$ cat config.mk
export PLATFORM = sky130hd
export DESIGN_NAME = dafr_alarm_flags
export DESIGN_NICKNAME = d
export VERILOG_FILES = /design/src/rtl/dafr_alarm_flags.v /design/src/rtl/dafr_compare.v
export VERILOG_INCLUDE_DIRS = /design/src /design/src/include
export SDC_FILE = /design/constraint.sdc
export NUM_CORES = 1
export LEC_CHECK = 0
export ABC_AREA = 1
export BUFFER_PORTS_ARGS = -buffer_cell sky130_fd_sc_hd__buf_2
export CORE_MARGIN = 10
export CORE_UTILIZATION = 40
export DETAILED_ROUTE_END_ITERATION = 8
export GPL_ROUTABILITY_DRIVEN = 0
export GPL_TIMING_DRIVEN = 0
export PLACE_DENSITY_LB_ADDON = 0.3
export SYNTH_ARGS = -nofsm -noshare
export SYNTH_HDL_FRONTEND = slang
export SYNTH_SLANG_ARGS = --single-unit
export TNS_END_PERCENT = 1
$ cat constraint.sdc
create_clock -name core_clk -period 6.3 [get_ports core_clk]
set_clock_uncertainty 0.15 [all_clocks]
set_input_delay 0.945 -clock core_clk [delete_from_list [all_inputs] [get_ports core_clk]]
set_output_delay 0.945 -clock core_clk [all_outputs]
set_load 0.005 [all_outputs]
$ cat src/include/dafr_defs.vh
// Offsets, field positions, reset values and channel codes for the alarm flags
`ifndef DAFR_DEFS_VH
`define DAFR_DEFS_VH
`define DAFR_SERIAL_ADDR 7'h51
`define DAFR_ALARM_LOW_OFFSET 8'h70
`define DAFR_ALARM_HIGH_OFFSET 8'h71
`define DAFR_ALARM_RESET 8'h00
`define DAFR_RSVD_MASK 8'hC0
`define DAFR_BIT_OVER_HEAT 7
`define DAFR_BIT_UNDER_HEAT 6
`define DAFR_BIT_SUPPLY_OVER 5
`define DAFR_BIT_SUPPLY_UNDER 4
`define DAFR_BIT_BIAS_OVER 3
`define DAFR_BIT_BIAS_UNDER 2
`define DAFR_BIT_TX_OVER 1
`define DAFR_BIT_TX_UNDER 0
`define DAFR_BIT_RX_OVER 7
`define DAFR_BIT_RX_UNDER 6
`define DAFR_CH_THERMAL 3'h0
`define DAFR_CH_SUPPLY 3'h1
`define DAFR_CH_BIAS 3'h2
`define DAFR_CH_TXPWR 3'h3
`define DAFR_CH_RXPWR 3'h4
`define DAFR_NUM_CH 5
`define DAFR_ALL_SEEN 5'h1F
`endif

$ cat src/rtl/dafr_alarm_flags.v
// Alarm status bytes at offsets 70h and 71h of the diagnostic space
//
// Summary of operation
// (RULE_01) The first alarm byte sits at offset 112 of the A2h space, read-only.
// (RULE_02) Both bytes read 00h from reset until the first full cycle ends.
// (RULE_03) A flag reads 1 while its condition exists, else 0.
// (RULE_04) Byte 112 bit 7 is thermal over, bit 6 thermal under.
// (RULE_05) Byte 112 bit 5 is supply over, bit 4 supply under.
// (RULE_06) Byte 112 bit 3 is bias over, bit 2 bias under.
// (RULE_07) Byte 112 bit 1 is transmit power over, bit 0 transmit under.
// (RULE_08) Byte 113 bit 7 is receive overload, bit 6 receive under.
// (RULE_09) Byte 113 bits 5 to 0 always read zero.
// (RULE_10) A power-on status bit reads 1 until every value converted once; the code also waits for cycleDone with all seen.
// (RULE_11) Flags follow each new conversion, never latch; writes are ignored.
`timescale 1ns/100ps
`include "dafr_defs.vh"
module dafr_alarm_flags #(
  parameter WIDTH = 16
) (
  core_clk,
  rst,
  convDone,
  convChannel,
  convValue,
  cycleDone,
  thermal_upper_limit,
  thermal_lower_limit,
  supply_upper_limit,
  supply_lower_limit,
  laser_current_upper_limit,
  laser_current_lower_limit,
  launch_power_upper_limit,
  launch_power_lower_limit,
  received_power_upper_limit,
  received_power_lower_limit,
  regSlaveAddr,
  regAddr,
  regRead,
  regWrite,
  regWdata,
  regHit,
  regRdata,
  powerOnBusy
);
  input wire core_clk;
  input wire rst;
  input wire convDone;
  input wire [2:0] convChannel;
  input wire [WIDTH-1:0] convValue;
  input wire cycleDone;
  input wire [WIDTH-1:0] thermal_upper_limit;
  input wire [WIDTH-1:0] thermal_lower_limit;
  input wire [WIDTH-1:0] supply_upper_limit;
  input wire [WIDTH-1:0] supply_lower_limit;
  input wire [WIDTH-1:0] laser_current_upper_limit;
  input wire [WIDTH-1:0] laser_current_lower_limit;
  input wire [WIDTH-1:0] launch_power_upper_limit;
  input wire [WIDTH-1:0] launch_power_lower_limit;
  input wire [WIDTH-1:0] received_power_upper_limit;
  input wire [WIDTH-1:0] received_power_lower_limit;
  input wire [6:0] regSlaveAddr;
  input wire [7:0] regAddr;
  input wire regRead;
  input wire regWrite;
  input wire [7:0] regWdata;
  output wire regHit;
  output reg [7:0] regRdata;
  output wire powerOnBusy;

  localparam ST_POWERUP = 2'b01;
  localparam ST_RUN = 2'b10;

  reg [1:0] state_q;
  reg [1:0] state_d;
  reg [`DAFR_NUM_CH-1:0] seen_q;
  reg [`DAFR_NUM_CH-1:0] seen_d;
  reg [7:0] alarmLow_q;
  reg [7:0] alarmLow_d;
  reg [7:0] alarmHigh_q;
  reg [7:0] alarmHigh_d;
  reg [WIDTH-1:0] upperSel;
  reg [WIDTH-1:0] lowerSel;
  wire overNow;
  wire underNow;
  wire allSeen;
  wire lowSel;
  wire highSel;

  // One comparator serves all channels since conversions arrive one at a time
  dafr_compare #(
    .WIDTH(WIDTH)
  ) u_cmp (
    .reading(convValue),
    .upperLimit(upperSel),
    .lowerLimit(lowerSel),
    .overFlag(overNow),
    .underFlag(underNow)
  );

  function chanValid;
    input [2:0] ch;
    begin
      chanValid = (ch <= `DAFR_CH_RXPWR);
    end
  endfunction

  always @*
  begin
    upperSel = thermal_upper_limit;
    lowerSel = thermal_lower_limit;
    case (convChannel)
      `DAFR_CH_SUPPLY:
      begin
        upperSel = supply_upper_limit;
        lowerSel = supply_lower_limit;
      end
      `DAFR_CH_BIAS:
      begin
        upperSel = laser_current_upper_limit;
        lowerSel = laser_current_lower_limit;
      end
      `DAFR_CH_TXPWR:
      begin
        upperSel = launch_power_upper_limit;
        lowerSel = launch_power_lower_limit;
      end
      `DAFR_CH_RXPWR:
      begin
        upperSel = received_power_upper_limit;
        lowerSel = received_power_lower_limit;
      end
      default:
      begin
        upperSel = thermal_upper_limit;
        lowerSel = thermal_lower_limit;
      end
    endcase
  end

  assign allSeen = (seen_d == `DAFR_ALL_SEEN);

  always @*
  begin
    state_d = state_q;
    seen_d = seen_q;
    alarmLow_d = alarmLow_q;
    alarmHigh_d = alarmHigh_q;
    if (convDone && chanValid(convChannel))
    begin
      seen_d[convChannel] = 1'b1;
    end
    // Flags track every conversion, power-up included, so the first
    // cycle's results are in place the moment they become visible
    if (convDone)
    begin
      case (convChannel)
        `DAFR_CH_THERMAL:
        begin
          alarmLow_d[`DAFR_BIT_OVER_HEAT] = overNow; // RULE_04
          alarmLow_d[`DAFR_BIT_UNDER_HEAT] = underNow; // RULE_04
        end
        `DAFR_CH_SUPPLY:
        begin
          alarmLow_d[`DAFR_BIT_SUPPLY_OVER] = overNow; // RULE_05
          alarmLow_d[`DAFR_BIT_SUPPLY_UNDER] = underNow; // RULE_05
        end
        `DAFR_CH_BIAS:
        begin
          alarmLow_d[`DAFR_BIT_BIAS_OVER] = overNow; // RULE_06
          alarmLow_d[`DAFR_BIT_BIAS_UNDER] = underNow; // RULE_06
        end
        `DAFR_CH_TXPWR:
        begin
          alarmLow_d[`DAFR_BIT_TX_OVER] = overNow; // RULE_07
          alarmLow_d[`DAFR_BIT_TX_UNDER] = underNow; // RULE_07
        end
        `DAFR_CH_RXPWR:
        begin
          alarmHigh_d[`DAFR_BIT_RX_OVER] = overNow; // RULE_08
          alarmHigh_d[`DAFR_BIT_RX_UNDER] = underNow; // RULE_08
        end
        default:
        begin
          alarmLow_d = alarmLow_q;
        end
      endcase
    end
    case (state_q)
      ST_POWERUP:
      begin
        // Results are compared but kept hidden until the first cycle ends
        if (cycleDone && allSeen) // RULE_02
        begin
          state_d = ST_RUN;
        end
      end
      ST_RUN:
      begin
        state_d = ST_RUN;
      end
      default:
      begin
        state_d = ST_POWERUP;
      end
    endcase
    alarmHigh_d = alarmHigh_d & `DAFR_RSVD_MASK; // RULE_09
  end

  // Flags are overwritten by each conversion, so they clear on recovery
  always @(posedge core_clk)
  begin
    if (rst)
    begin
      state_q <= ST_POWERUP;
      seen_q <= {`DAFR_NUM_CH{1'b0}};
      alarmLow_q <= `DAFR_ALARM_RESET; // RULE_02
      alarmHigh_q <= `DAFR_ALARM_RESET; // RULE_02
    end
    else
    begin
      state_q <= state_d;
      seen_q <= seen_d;
      alarmLow_q <= alarmLow_d; // RULE_03 RULE_11
      alarmHigh_q <= alarmHigh_d; // RULE_03 RULE_11
    end
  end

  assign powerOnBusy = ~state_q[1]; // RULE_10

  assign lowSel = (regAddr == `DAFR_ALARM_LOW_OFFSET);
  assign highSel = (regAddr == `DAFR_ALARM_HIGH_OFFSET);
  // Writes are acknowledged by the serial side but never reach storage
  assign regHit = (regSlaveAddr == `DAFR_SERIAL_ADDR) &&
                  (lowSel || highSel) && (regRead || regWrite); // RULE_11

  always @(posedge core_clk)
  begin
    if (rst)
    begin
      regRdata <= 8'h00;
    end
    else if (regRead && regSlaveAddr == `DAFR_SERIAL_ADDR)
    begin
      if (lowSel)
      begin
        regRdata <= powerOnBusy ? `DAFR_ALARM_RESET : alarmLow_q; // RULE_01
      end
      else if (highSel)
      begin
        regRdata <= powerOnBusy ? `DAFR_ALARM_RESET :
                    (alarmHigh_q & `DAFR_RSVD_MASK); // RULE_02 RULE_09
      end
      else
      begin
        regRdata <= 8'h00;
      end
    end
  end
endmodule // dafr_alarm_flags

$ cat src/rtl/dafr_compare.v
// Over and under threshold comparator for one converted value
`timescale 1ns/100ps
module dafr_compare #(
  parameter WIDTH = 16
) (
  reading,
  upperLimit,
  lowerLimit,
  overFlag,
  underFlag
);
  input wire [WIDTH-1:0] reading;
  input wire [WIDTH-1:0] upperLimit;
  input wire [WIDTH-1:0] lowerLimit;
  output wire overFlag;
  output wire underFlag;

  // Strict compares: a reading equal to a limit is still normal
  assign overFlag = (reading > upperLimit);
  assign underFlag = (reading < lowerLimit);
endmodule // dafr_compare
==> impl_metrics.toml <==
[clocking]
post_cts_buffers = 0
clockBufferDepth = 2
cts_num_sinks = 25
hold_buffers = 0
htree_levels = 1
clkTransAtPathRegs_ns = 0.08
numCtsBuffers = 3
cts_tree = "built"
clkLatencyLatePin_ns = 0.26
clk_root_buffer_cell = "clkbuf_8"
ctsResizeCount = 0

[min_path]
hold_path.class = "flop to flop"

[floorplan]
start_util = 0.408
num_rows = 30
coreArea_um2 = 6760
fp.dieArea_um2 = 10600
fp.dieW_um = 103
fp.dieH_um = 103
top_level_ports = 218

[cells_and_area]
diodes = 0
most-common-layout-cells = "buf_2 (212), nand2_1 (158), a21oi_1 (41)"
drive_gt1_frac = 0.330
nNetsFinal = 913
n_fill_cell = 701
final_cells = 752
area_delta_synth_final_pct = 43.2
final_common_cell = "buf_2"

[grt]
grt_max_degree = 14
antenna_found_initial = 0
track_usage = 0.229
overflow = 0
grt_pass1_vias = 4175
grt_pass1_wl_um = 19400

[synthesis]
synth_area_um2 = 2760
yosysUniqueCellTypes = 29
synth.avg_cell_area_um2 = 6.00
syn-num-nets = 699
syn_inst = 459
synth.yosys.seq_area_share = 0.182
ys_warn_count = 0
synth_seq_cells = 25

[pwr]
power_frac_clock = 0.185
p_comb_frac = 0.478
intPower_mw = 0.321
powerDensity_nw_per_um2 = 127
swShare = 0.362
power.leakage_nw = 2.11
power_frac_seq = 0.337
max-vdd-ir-drop_mv = 0.0608
p_switching_mw = 0.182

[timing]
tightest_slew_ns = 0.589
drv_slew = 0
rsz0062_at_grt = "false"
hold_viol = 0
setup_ws_ns = 2.55
period_share = 0.595
setup_tns_ns = 0
max-slew-margin-rel = 0.608
whs_ns = 0.313
fin_crit_ns = 3.75
max_clock_freq_mhz = 267
setup_viol = 0

[place]
dp.cells = 748
hpwl_um = 11000
port_buffers = 209
place_ws_ns = 2.28

[routing]
drc_errors = 0
drt_iter0_markers = 135
vias = 3939
antenna_left = 0
vias_per_cell = 5.24
wl_per_cell_um = 16.8
totalWireLength_um = 12700
drt-pass1-iter-count = 4

[critical_path]
worst-path-max-fanout = 10
start_kind = "input port"
end_kind = "flop"
arrival_ns = 3.80
cp.required_ns = 6.35
critical_path_class = "input port to flop"

[run_status]
outcome = "complete, no violations"

[run]
cap_violations = 0
[state kept, by name, indices dropped and copies added (netlist names)]
| signal | flops |
|---|---|
| alarmHigh_q | 2 |
| alarmLow_q | 8 |
| regRdata | 8 |
| seen_q | 5 |
| state_q | 2 |
[worst paths after layout]
path                   from  slack, ns            end  cells after the start
max          convChannel[2]       2.55  alarmLow_q[1]                     15
min               seen_q[0]       0.31      seen_q[0]                      2
max reg2reg      state_q[1]       4.81     state_q[0]                      7
min reg2reg       seen_q[0]       0.31      seen_q[0]                      2
[power by group through the flow]
stage	logic [mW]	clock network (mW)	registers (mW)
6_report	0.240	0.0931	0.170
4_1_cts	0.241	0.0944	0.170
3_3_place_gp	0.230	0	0.173
5_1_grt	0.276	0.103	0.171
2_1_floorplan	0.131	0	0.172
3_5_place_dp	0.240	0	0.174
[cells by family (layout without fill, tap and decap cells)]
kind of cell | Yosys count | count (layout) | synth area share
flops | 25 | 25 | 0.182
fa+ha+maj | 32 | 32 | 0.145
compound gates | 109 | 109 | 0.237
simple gates | 242 | 242 | 0.366
buf+inv | 51 | 264 | 0.0708
[worst max-delay path: stages]
cell     delay, ns
buf_2         0.13
inv_2         0.09
nand2_1       0.09
nor2_1        0.33
buf_2         0.36
buf_2         0.28
nand2_1       0.07
nand3_1       0.08
o22ai_1       0.09
ha_1          0.35
nand4_1       0.12
nor3_1        0.29
o21ai_0       0.14
a22o_1        0.29
a21oi_1       0.15
[final cells by class]
type                       instances  area, µm²  share of cell area
tap                               80        100              0.0254
buffer                            20       78.8              0.0200
clock buffer                       4       45.0              0.0114
sequential                        25        500               0.127
timing repair buffer             209       1050               0.265
multi-input combinational        383       2060               0.522
inverter                          31        116              0.0295
[synth_stat cells]
library cell / n / area share
a2111oi_0: 1 / 0.0032
nor2_2: 2 / 0.0045
nor3_1: 7 / 0.013
nand3b_1: 1 / 0.0027
a22o_1: 10 / 0.032
nand2_2: 2 / 0.0045
inv_1: 29 / 0.040
buf_2: 3 / 0.0054
clkbuf_1: 12 / 0.016
nand3_1: 31 / 0.056
nor3_2: 2 / 0.0073
or2_0: 1 / 0.0023
a31oi_1: 2 / 0.0045
o22ai_1: 19 / 0.043
a22oi_1: 4 / 0.011
a221oi_1: 1 / 0.0032
nor2_1: 29 / 0.040
dfxtp_1: 25 / 0.18
a211oi_1: 1 / 0.0027
clkinv_1: 1 / 0.0014
o21ai_0: 25 / 0.045
buf_1: 5 / 0.0068
a21oi_1: 41 / 0.074
o21a_1: 1 / 0.0027
nand2_1: 158 / 0.22
ha_1: 32 / 0.15
nand4_1: 9 / 0.020
a41o_1: 4 / 0.015
inv_2: 1 / 0.0014
[metrics by stage]
| step | power [mW] | util | instance area (µm²) |
|---|---|---|---|
| 6_report | 0.503 | 0.584 | 3950 |
| 5_1_grt | 0.550 | 0.584 | 3950 |
| 4_1_cts | 0.505 | 0.584 | 3950 |
| 3_5_place_dp | 0.413 | 0.577 | 3900 |
| 3_3_place_gp | 0.403 | 0.577 | 3900 |
| 2_1_floorplan | 0.302 | - | 2760 |
[routing by layer]
layer,wire length [µm],GRT usage,vias up
met1,4800,0.239,1724
met3,1200,0.0650,23
met4,283,0.0717,0
met5,0,0,-
met2,6370,0.429,188
li1,-,-,2004
Power figures use the tool's default switching activity.
